File: config.mk
export PLATFORM = sky130hd
export DESIGN_NAME = sor_regs
export DESIGN_NICKNAME = d
export VERILOG_FILES = /design/src/sor_pkg.sv /design/src/sor_ref_chan.sv /design/src/sor_regs.sv
export SDC_FILE = /design/constraint.sdc
export NUM_CORES = 1
export LEC_CHECK = 0
export ABC_AREA = 1
export BUFFER_PORTS_ARGS = -buffer_cell sky130_fd_sc_hd__buf_2
export CAP_MARGIN = 20
export CELL_PAD_IN_SITES_DETAIL_PLACEMENT = 0
export CELL_PAD_IN_SITES_GLOBAL_PLACEMENT = 1
export CORE_MARGIN = 4
export CORE_UTILIZATION = 47
export CTS_BUF_LIST = sky130_fd_sc_hd__clkbuf_4 sky130_fd_sc_hd__clkbuf_8
export DETAILED_ROUTE_END_ITERATION = 16
export GPL_TIMING_DRIVEN = 0
export PLACE_DENSITY = 0.9
export SETUP_SLACK_MARGIN = 0.15
export SYNTH_ARGS = -nofsm -noshare
export SYNTH_HDL_FRONTEND = slang
export SYNTH_SLANG_ARGS = --single-unit
export TNS_END_PERCENT = 5
File: constraint.sdc
create_clock -name sys_clk -period 7.45 [get_ports sys_clk]
set_input_delay 0.745 -clock sys_clk [delete_from_list [all_inputs] [get_ports sys_clk]]
set_output_delay 0.745 -clock sys_clk [all_outputs]
set_load 0.05 [all_outputs]
File: src/sor_pkg.sv
// constants shared by the reference output state register bank
package sor_pkg;

	// ------------------------------------------------------------
	// sizes
	// ------------------------------------------------------------
	localparam int SOR_NUM_REFS = 8;
	localparam int SOR_DLY_PS_W = 11;

	// ------------------------------------------------------------
	// register offsets, channel order a0 a1 a2 b0 b1 c0 c1 d
	// ------------------------------------------------------------
	localparam logic [7:0] SOR_DLY_OFS [SOR_NUM_REFS] = '{
		8'h28, 8'h29, 8'h2A, 8'h38, 8'h39, 8'h48, 8'h49, 8'h58};
	localparam logic [7:0] SOR_FMT_OFS [SOR_NUM_REFS] = '{
		8'h2C, 8'h2D, 8'h2E, 8'h3C, 8'h3D, 8'h4C, 8'h4D, 8'h5C};
	localparam logic [7:0] SOR_ENA_OFS = 8'h76;

	// ------------------------------------------------------------
	// delay select register fields
	// ------------------------------------------------------------
	localparam int SOR_DLY_FINE_LO_POS = 5;
	localparam int SOR_DLY_SRC_POS = 4;
	localparam int SOR_DLY_COARSE_POS = 1;
	localparam int SOR_DLY_FINE_HI_POS = 0;
	localparam logic [7:0] SOR_DLY_WMASK = 8'h7F;
	localparam logic [7:0] SOR_DLY_RST = 8'h10;

	// ------------------------------------------------------------
	// output format register fields
	// ------------------------------------------------------------
	localparam int SOR_FMT_PD_POS = 7;
	localparam int SOR_FMT_BIAS_POS = 5;
	localparam int SOR_FMT_STYLE_POS = 4;
	localparam int SOR_FMT_AMP_POS = 2;
	localparam logic [7:0] SOR_FMT_WMASK = 8'hBC;
	localparam logic [7:0] SOR_FMT_RST = 8'h00;

	// ------------------------------------------------------------
	// enable register
	// ------------------------------------------------------------
	localparam logic [7:0] SOR_ENA_RST = 8'h00;
	localparam logic [7:0] SOR_RD_UNMAPPED = 8'h00;

	// ------------------------------------------------------------
	// delay steps in ps
	// ------------------------------------------------------------
	localparam logic [SOR_DLY_PS_W-1:0] SOR_COARSE_STEP_PS = 11'h0A9;
	localparam logic [SOR_DLY_PS_W-1:0] SOR_FINE_PS [8] = '{
		11'h000, 11'h019, 11'h032, 11'h04B, 11'h055, 11'h06E, 11'h087, 11'h0A0};

endpackage : sor_pkg

File: src/sor_ref_chan.sv
// one reference output: its two registers, source mux and delay decode
`timescale 1ns/1ps
`default_nettype none

module sor_ref_chan
	import sor_pkg::*;
(
	// clock and reset
	input wire logic sys_clk,
	input wire logic nrst,
	// register writes
	input wire logic dly_wr,
	input wire logic fmt_wr,
	input wire logic [7:0] wdata,
	// signal sources
	input wire logic chan_clk,
	input wire logic sysref_in,
	// register contents
	output logic [7:0] dly_q,
	output logic [7:0] fmt_q,
	// derived controls
	output logic [SOR_DLY_PS_W-1:0] delay_ps_q,
	output logic ref_out_q
);

	// ------------------------------------------------------------
	// next state
	// ------------------------------------------------------------
	logic [7:0] dly_d;
	logic [7:0] fmt_d;
	logic [SOR_DLY_PS_W-1:0] delay_ps_d;
	logic ref_out_d;
	logic [2:0] coarse;
	logic [2:0] fine;

	always_comb begin
		dly_d = dly_q;
		fmt_d = fmt_q;
		// reserved bits stay zero whatever is written
		if (dly_wr) begin
			dly_d = wdata & SOR_DLY_WMASK;
		end
		if (fmt_wr) begin
			fmt_d = wdata & SOR_FMT_WMASK;
		end
		coarse = dly_q[SOR_DLY_COARSE_POS +: 3];
		fine = {dly_q[SOR_DLY_FINE_HI_POS], dly_q[SOR_DLY_FINE_LO_POS +: 2]};
		// fine steps are not uniform, hence the table
		delay_ps_d = SOR_DLY_PS_W'(coarse * SOR_COARSE_STEP_PS) + SOR_FINE_PS[fine];
		ref_out_d = dly_q[SOR_DLY_SRC_POS] ? sysref_in : chan_clk;
	end

	// ------------------------------------------------------------
	// registers
	// ------------------------------------------------------------
	always_ff @(posedge sys_clk or negedge nrst) begin
		if (!nrst) begin
			dly_q <= SOR_DLY_RST;
			fmt_q <= SOR_FMT_RST;
			delay_ps_q <= '0;
			ref_out_q <= 1'b0;
		end else begin
			dly_q <= dly_d;
			fmt_q <= fmt_d;
			delay_ps_q <= delay_ps_d;
			ref_out_q <= ref_out_d;
		end
	end

endmodule : sor_ref_chan

`default_nettype wire

File: src/sor_regs.sv
// reference output state register bank, eight outputs
`timescale 1ns/1ps
`default_nettype none

module sor_regs
	import sor_pkg::*;
(
	// clock and reset
	input wire logic sys_clk,
	input wire logic nrst,
	// register access from the serial configuration port
	input wire logic [7:0] cfg_addr,
	input wire logic [7:0] cfg_wdata,
	input wire logic cfg_wr,
	input wire logic cfg_rd,
	output logic [7:0] cfg_rdata_q,
	output logic cfg_rvalid_q,
	// signal sources
	input wire logic [SOR_NUM_REFS-1:0] chan_clk,
	input wire logic sysref_in,
	// per output controls
	output logic [SOR_NUM_REFS-1:0] ref_out_q,
	output logic [SOR_NUM_REFS-1:0] ref_source_select,
	output logic [SOR_NUM_REFS-1:0][2:0] ref_coarse_delay,
	output logic [SOR_NUM_REFS-1:0][2:0] ref_fine_delay,
	output logic [SOR_NUM_REFS-1:0][SOR_DLY_PS_W-1:0] ref_delay_ps_q,
	output logic [SOR_NUM_REFS-1:0] ref_power_down,
	output logic [SOR_NUM_REFS-1:0] ref_bias_select,
	output logic [SOR_NUM_REFS-1:0] ref_style,
	output logic [SOR_NUM_REFS-1:0][1:0] ref_amplitude,
	output logic [SOR_NUM_REFS-1:0] ref_out_enable_bit
);

	// ------------------------------------------------------------
	// address decode
	// ------------------------------------------------------------
	logic [SOR_NUM_REFS-1:0] dly_hit;
	logic [SOR_NUM_REFS-1:0] fmt_hit;
	logic ena_hit;
	// register contents, held in the output slices and the enable flops
	logic [7:0] dly_q [SOR_NUM_REFS];
	logic [7:0] fmt_q [SOR_NUM_REFS];
	logic [7:0] ena_q;

	// one hit line per register; an unmapped address hits nothing
	always_comb begin
		dly_hit = '0;
		fmt_hit = '0;
		ena_hit = 1'b0;
		case (cfg_addr)
			// delay select registers
			SOR_DLY_OFS[0]: begin
				dly_hit[0] = 1'b1;
			end
			SOR_DLY_OFS[1]: begin
				dly_hit[1] = 1'b1;
			end
			SOR_DLY_OFS[2]: begin
				dly_hit[2] = 1'b1;
			end
			SOR_DLY_OFS[3]: begin
				dly_hit[3] = 1'b1;
			end
			SOR_DLY_OFS[4]: begin
				dly_hit[4] = 1'b1;
			end
			SOR_DLY_OFS[5]: begin
				dly_hit[5] = 1'b1;
			end
			SOR_DLY_OFS[6]: begin
				dly_hit[6] = 1'b1;
			end
			SOR_DLY_OFS[7]: begin
				dly_hit[7] = 1'b1;
			end
			// output format registers
			SOR_FMT_OFS[0]: begin
				fmt_hit[0] = 1'b1;
			end
			SOR_FMT_OFS[1]: begin
				fmt_hit[1] = 1'b1;
			end
			SOR_FMT_OFS[2]: begin
				fmt_hit[2] = 1'b1;
			end
			SOR_FMT_OFS[3]: begin
				fmt_hit[3] = 1'b1;
			end
			SOR_FMT_OFS[4]: begin
				fmt_hit[4] = 1'b1;
			end
			SOR_FMT_OFS[5]: begin
				fmt_hit[5] = 1'b1;
			end
			SOR_FMT_OFS[6]: begin
				fmt_hit[6] = 1'b1;
			end
			SOR_FMT_OFS[7]: begin
				fmt_hit[7] = 1'b1;
			end
			// shared enable register
			SOR_ENA_OFS: begin
				ena_hit = 1'b1;
			end
			default: begin
				ena_hit = 1'b0;
			end
		endcase
	end

	// ------------------------------------------------------------
	// write strobes
	// ------------------------------------------------------------
	logic [SOR_NUM_REFS-1:0] dly_wr;
	logic [SOR_NUM_REFS-1:0] fmt_wr;
	logic ena_wr;

	// a write lands on the edge that takes it; a read in that cycle sees the old value
	always_comb begin
		dly_wr = '0;
		fmt_wr = '0;
		ena_wr = 1'b0;
		if (cfg_wr) begin
			dly_wr = dly_hit;
			fmt_wr = fmt_hit;
			ena_wr = ena_hit;
		end
	end

	// ------------------------------------------------------------
	// per output registers
	// ------------------------------------------------------------
	genvar g;
	generate
		for (g = 0; g < SOR_NUM_REFS; g++) begin : g_ref
			sor_ref_chan u_chan (
				.sys_clk(sys_clk),
				.nrst(nrst),
				.dly_wr(dly_wr[g]),
				.fmt_wr(fmt_wr[g]),
				.wdata(cfg_wdata),
				.chan_clk(chan_clk[g]),
				.sysref_in(sysref_in),
				.dly_q(dly_q[g]),
				.fmt_q(fmt_q[g]),
				.delay_ps_q(ref_delay_ps_q[g]),
				.ref_out_q(ref_out_q[g])
			);
		end
	endgenerate

	// ------------------------------------------------------------
	// delay select fields, straight off the register flops
	// ------------------------------------------------------------
	// the fine code is split: its msb sits at bit 0, below the coarse field
	generate
		for (g = 0; g < SOR_NUM_REFS; g++) begin : g_dly
			assign ref_source_select[g] = dly_q[g][SOR_DLY_SRC_POS];
			assign ref_coarse_delay[g] = dly_q[g][SOR_DLY_COARSE_POS +: 3];
			assign ref_fine_delay[g] = {dly_q[g][SOR_DLY_FINE_HI_POS],
				dly_q[g][SOR_DLY_FINE_LO_POS +: 2]};
		end
	endgenerate

	// ------------------------------------------------------------
	// output format fields
	// ------------------------------------------------------------
	// these only steer the output stage; nothing in this block reads them
	generate
		for (g = 0; g < SOR_NUM_REFS; g++) begin : g_fmt
			assign ref_power_down[g] = fmt_q[g][SOR_FMT_PD_POS];
			assign ref_bias_select[g] = fmt_q[g][SOR_FMT_BIAS_POS];
			assign ref_style[g] = fmt_q[g][SOR_FMT_STYLE_POS];
			assign ref_amplitude[g] = fmt_q[g][SOR_FMT_AMP_POS +: 2];
		end
	endgenerate

	// ------------------------------------------------------------
	// enable bits
	// ------------------------------------------------------------
	// the enable register is msb first: bit 7 is output a0
	generate
		for (g = 0; g < SOR_NUM_REFS; g++) begin : g_ena
			assign ref_out_enable_bit[g] = ena_q[SOR_NUM_REFS-1-g];
		end
	endgenerate

	// ------------------------------------------------------------
	// enable register
	// ------------------------------------------------------------
	logic [7:0] ena_d;

	// all eight bits are writable, so no mask
	always_comb begin
		ena_d = ena_q;
		if (ena_wr) begin
			ena_d = cfg_wdata;
		end
	end

	always_ff @(posedge sys_clk or negedge nrst) begin
		if (!nrst) begin
			ena_q <= SOR_ENA_RST;
		end else begin
			ena_q <= ena_d;
		end
	end

	// ------------------------------------------------------------
	// read port
	// ------------------------------------------------------------
	logic [7:0] cfg_rdata_d;
	logic cfg_rvalid_d;

	// read data stand until the next read, so software may take them late
	always_comb begin
		cfg_rdata_d = cfg_rdata_q;
		cfg_rvalid_d = cfg_rd;
		// a read has no side effect on any register
		if (cfg_rd) begin
			case (cfg_addr)
				// delay select registers
				SOR_DLY_OFS[0]: begin
					cfg_rdata_d = dly_q[0];
				end
				SOR_DLY_OFS[1]: begin
					cfg_rdata_d = dly_q[1];
				end
				SOR_DLY_OFS[2]: begin
					cfg_rdata_d = dly_q[2];
				end
				SOR_DLY_OFS[3]: begin
					cfg_rdata_d = dly_q[3];
				end
				SOR_DLY_OFS[4]: begin
					cfg_rdata_d = dly_q[4];
				end
				SOR_DLY_OFS[5]: begin
					cfg_rdata_d = dly_q[5];
				end
				SOR_DLY_OFS[6]: begin
					cfg_rdata_d = dly_q[6];
				end
				SOR_DLY_OFS[7]: begin
					cfg_rdata_d = dly_q[7];
				end
				// output format registers
				SOR_FMT_OFS[0]: begin
					cfg_rdata_d = fmt_q[0];
				end
				SOR_FMT_OFS[1]: begin
					cfg_rdata_d = fmt_q[1];
				end
				SOR_FMT_OFS[2]: begin
					cfg_rdata_d = fmt_q[2];
				end
				SOR_FMT_OFS[3]: begin
					cfg_rdata_d = fmt_q[3];
				end
				SOR_FMT_OFS[4]: begin
					cfg_rdata_d = fmt_q[4];
				end
				SOR_FMT_OFS[5]: begin
					cfg_rdata_d = fmt_q[5];
				end
				SOR_FMT_OFS[6]: begin
					cfg_rdata_d = fmt_q[6];
				end
				SOR_FMT_OFS[7]: begin
					cfg_rdata_d = fmt_q[7];
				end
				// shared enable register
				SOR_ENA_OFS: begin
					cfg_rdata_d = ena_q;
				end
				// unmapped addresses read as zero
				default: begin
					cfg_rdata_d = SOR_RD_UNMAPPED;
				end
			endcase
		end
	end

	always_ff @(posedge sys_clk or negedge nrst) begin
		if (!nrst) begin
			cfg_rdata_q <= SOR_RD_UNMAPPED;
			cfg_rvalid_q <= 1'b0;
		end else begin
			cfg_rdata_q <= cfg_rdata_d;
			cfg_rvalid_q <= cfg_rvalid_d;
		end
	end

endmodule : sor_regs

`default_nettype wire

==> run_results.csv <==
group,metric,value,unit
outcome,status,"finished clean",
pwr,peakVddDrop,135,uV
flow_run,maxCapViolCount,0,
sta,period_minus_slack,2.99,ns
placed_design,port_buffers,236,
worst_setup_path,max_stage_delay,0.52,ns
pwr,leakage,0.00930,uW
pwr,switching_share,0.374,
worst_setup_path,end_kind,"register",
sta,fmax,335,MHz
global_routing,grt_pass1_vias,10700,
sta,worstMarginPinSlew,0.771,ns
global_routing,antenna_found_initial,8,
global_routing,grt_use_met3,0.0500,
detailed_routing,wl_per_cell,15.7,um
clocking,cts_max_path_buffers,3,
detailed_routing,vias,10800,
global_routing,grt_max_degree,74,
clocking,cts_made_buffers,39,
pwr,fin_total_pwr,3820,uW
synth,synth-warning-count,0,
synth,synthCells,1502,
worst_setup_path,crit_type,"register to register",
worst_setup_path,cp_cell_sequence,"inv_1 > ha_1 > nand2_1 > o21ai_0 > ha_1 > ha_1 > inv_1 > fa_1 > nand3b_1 > nand2_1 > nand3_1 > nand2_1 > nand2_1 > nand3b_1 > nand2_1 > nand2_1 > nand2_1",
clocking,clock_latency,0.53,ns
sta,setup_viol,0,
clocking,cts_tree,"yes",
final_layout,fillers,2477,
placed_design,gp_congestion,0.887,
final_layout,finish.net_count,1996,
min_path,hp-class,"input pin to asynchronous set/reset pin",
sta,setup_tns,0,ns
worst_setup_path,critPathRequiredTime,7.86,ns
placed_design,hpwl,26900,um
sta,period_share,0.401,
worst_setup_path,crit_path_start_kind,"register",
synth,synth_top_area_share,0.387,
die,core-area,27100,um^2
die,std_cell_rows,60,
worst_setup_path,critical_path.startpoint,"g_ref[7].u_chan.dly_q[5]",
worst_setup_path,path_common_cell,"nand2_1",
worst_setup_path,crit_arrival,3.40,ns
global_routing,grtUsageMet2,0.362,
clocking,ctsHoldBuffers,0,
global_routing,grt_usage,0.229,
synth,syn_area_per_cell,8.66,um^2
clocking,post_cts_resized,0,
synth,synth.distinct_cells,40,
detailed_routing,drt_iter0_drc,721,
sta,whs,0.146,ns
detailed_routing,postRouteAntennaNets,0,
detailed_routing,firstDrtPassIters,5,
detailed_routing,drcViolationCount,0,
synth,synth_seq_area_share,0.403,
sta,drv_slew,0,
die,die_area,30400,um^2
global_routing,gr-usage-met1,0.315,
sta,finClkSkew,0.0126,ns
global_routing,overflow,0,
clocking,postCtsSetupRepairBufs,0,
worst_setup_path,crit_fanout,8,
clocking,htreeDepth,2,
final_layout,syn_to_final_growth,20.5,%
global_routing,grt_pass1_wl,56400,um
clocking,cts.sinks,209,
placed_design,place_ws,4.50,ns
pwr,pwr-share-clk,0.346,
worst_setup_path,slowest_stage,"dfrtp_1",
global_routing,grt.busiest_layer,"met2",
synth,synth-edff-count,0,
synth,synth_fp_nets,1717,
sta,slew_headroom,0.486,
clocking,clk_pin_slew_worst_paths,0.06,ns
pwr,netSwitchingPower,1430,uW
die,start_util,0.480,
die,die_y,174,um
clocking,cts-root-buf,"clkbuf_8",
synth,ys_ff_latch,209,
worst_setup_path,rr_startpoint,"g_ref[7].u_chan.dly_q[5]",
die,ios,238,
synth,synth_area_leaders,"dfrtp_1 (39%), ha_1 (17%), nand2_1 (11%)",
sta,hold_viol,0,
synth,async_flop_share,1.00,
pwr,comb_power_share,0.299,
synth,yosys_most_used_dff,"dfrtp_1",
sta,rsz0062_at_grt,"false",
final_layout,drive_gt1_frac,0.222,
detailed_routing,viasPerCell,4.95,
pwr,sequentialPowerShare,0.355,
pwr,power_density,244,nW/um^2
detailed_routing,finalWirelength,34400,um
sta,timing.final.ws_setup,4.46,ns
die,die_x,174,um
pwr,internal_power,2390,uW
synth,synth_area_leader_cell,"dfrtp_1",
synth,netlist_area,13000,um^2
## logic make-up (layout without fill, tap and decap cells)
kind of cell             after synthesis  after routing  share of synthesized area
adder cells (fa/ha/maj)              186            186                      0.184
other                                  0              4                          0
AND/OR/NAND/NOR                      679            679                      0.229
XOR/XNOR                              62             62                     0.0417
flip-flops                           209            209                      0.403
AO/OA/AOI/OAI                        176            176                     0.0781
multiplexers                           4              4                    0.00346
buffers and inverters                186            495                     0.0612
## layout by cell type, fill, tap and decap left out, drive strengths merged, types with 2 or more instances in the layout
cell type,netlist,layout
nand2,395,395
buf,29,267
dfrtp,201,201
ha,177,177
inv,142,142
nor2,137,137
nand3,108,108
o21ai,95,95
clkbuf,15,74
xor2,41,41
a21oi,40,40
o21a,24,24
xnor2,21,21
nand3b,16,16
a21o,9,9
fa,9,9
dfstp,8,8
or2,8,8
nor3,7,7
clkinv,0,6
o21bai,5,5
bufinv,0,5
diode,0,4
mux2,4,4
nand4,3,3
o211ai,2,2
and3,2,2
and2,2,2
## metal layers
layer / vias to the layer above / wire, um
li1: 5433 / -
met1: 4954 / 15400
met2: 348 / 15400
met3: 74 / 2550
met4: 8 / 1040
met5: - / 48
## state kept, by name, summed over array words and instances, names as in the netlist
signal and count:
g_ref.u_chan.ref_out_q 8, g_ref.u_chan.delay_ps_q 88, cfg_rvalid_q 1, g_ref.u_chan.fmt_q 40, cfg_rdata_q 8, g_ref.u_chan.dly_q 56, ena_q 8
## synthesized netlist by cell type (2+ instances only)
master and instances:
fa_1 9, o21ai_2 8, dfstp_2 8, xnor2_1 21, nand2_2 9, nand3b_1 16
inv_1 138, o21ai_0 86, nor3_1 7, nand2_1 384, o21a_1 24, buf_2 9
xor2_1 41, a21o_1 9, nor2_4 13, ha_1 177, o21bai_1 5, inv_2 4
nor2_2 3, nand4_1 3, clkbuf_1 15, o211ai_1 2, buf_4 17, mux2_2 4
or2_2 7, nand3_1 104, dfrtp_1 201, nor2_1 120, and3_1 2, buf_6 3
nand2_4 2, a21oi_1 40, nand3_2 4
## worst max-delay path: cells and delay by family (launching register included)
family | cells | cell delay [ns]
compound gates | 1 | 0.12
fa+ha+maj | 4 | 1.19
buf+inv | 2 | 0.19
flops | 1 | 0.52
simple gates | 10 | 0.84
## path summary, 6_finish.rpt
kind / slack [ns] / cells past startpoint / to
min in group sys_clk: 0.41 / 3 / g_ref[4].u_chan.ref_out_q
worst min-delay path: 0.15 / 1 / g_ref[6].u_chan.delay_ps_q[6]
max in group asynchronous: 6.19 / 3 / g_ref[5].u_chan.dly_q[4]
worst min register to register: 0.48 / 2 / cfg_rdata_q[1]
worst max register to register: 4.46 / 17 / g_ref[7].u_chan.delay_ps_q[9]
worst max-delay path: 4.46 / 17 / g_ref[7].u_chan.delay_ps_q[9]
## layout make-up
| cell class | instances | area (um^2) | area share |
|---|---|---|---|
| multi-input cells | 1107 | 6970 | 0.445 |
| clock buffers | 59 | 762 | 0.0486 |
| flip-flops and latches | 209 | 5240 | 0.334 |
| well taps | 372 | 465 | 0.0297 |
| repair buffers | 238 | 1250 | 0.0795 |
| diodes | 4 | 10.0 | 0.000638 |
| plain buffers | 44 | 263 | 0.0168 |
| clock inverters | 12 | 188 | 0.0120 |
| inverters | 142 | 533 | 0.0340 |
## through the flow
step	utilization	std cells	cell area [um^2]
detailed placement	0.543	2112	14700
floorplan	-	1502	13000
global placement	0.541	2110	14700
finish	0.579	2187	15700
global route	0.579	2187	15700
CTS	0.578	2183	15700
## power by group through the flow
stage | registers [uW] | logic, uW | clock network, uW
2_1_floorplan | 1840 | 380 | 0
3_3_place_gp | 1380 | 1130 | 0
5_1_grt | 1370 | 1240 | 1410
6_report | 1360 | 1140 | 1320
3_5_place_dp | 1380 | 1150 | 0
4_1_cts | 1360 | 1150 | 1360
Power figures use the tool's default switching activity.
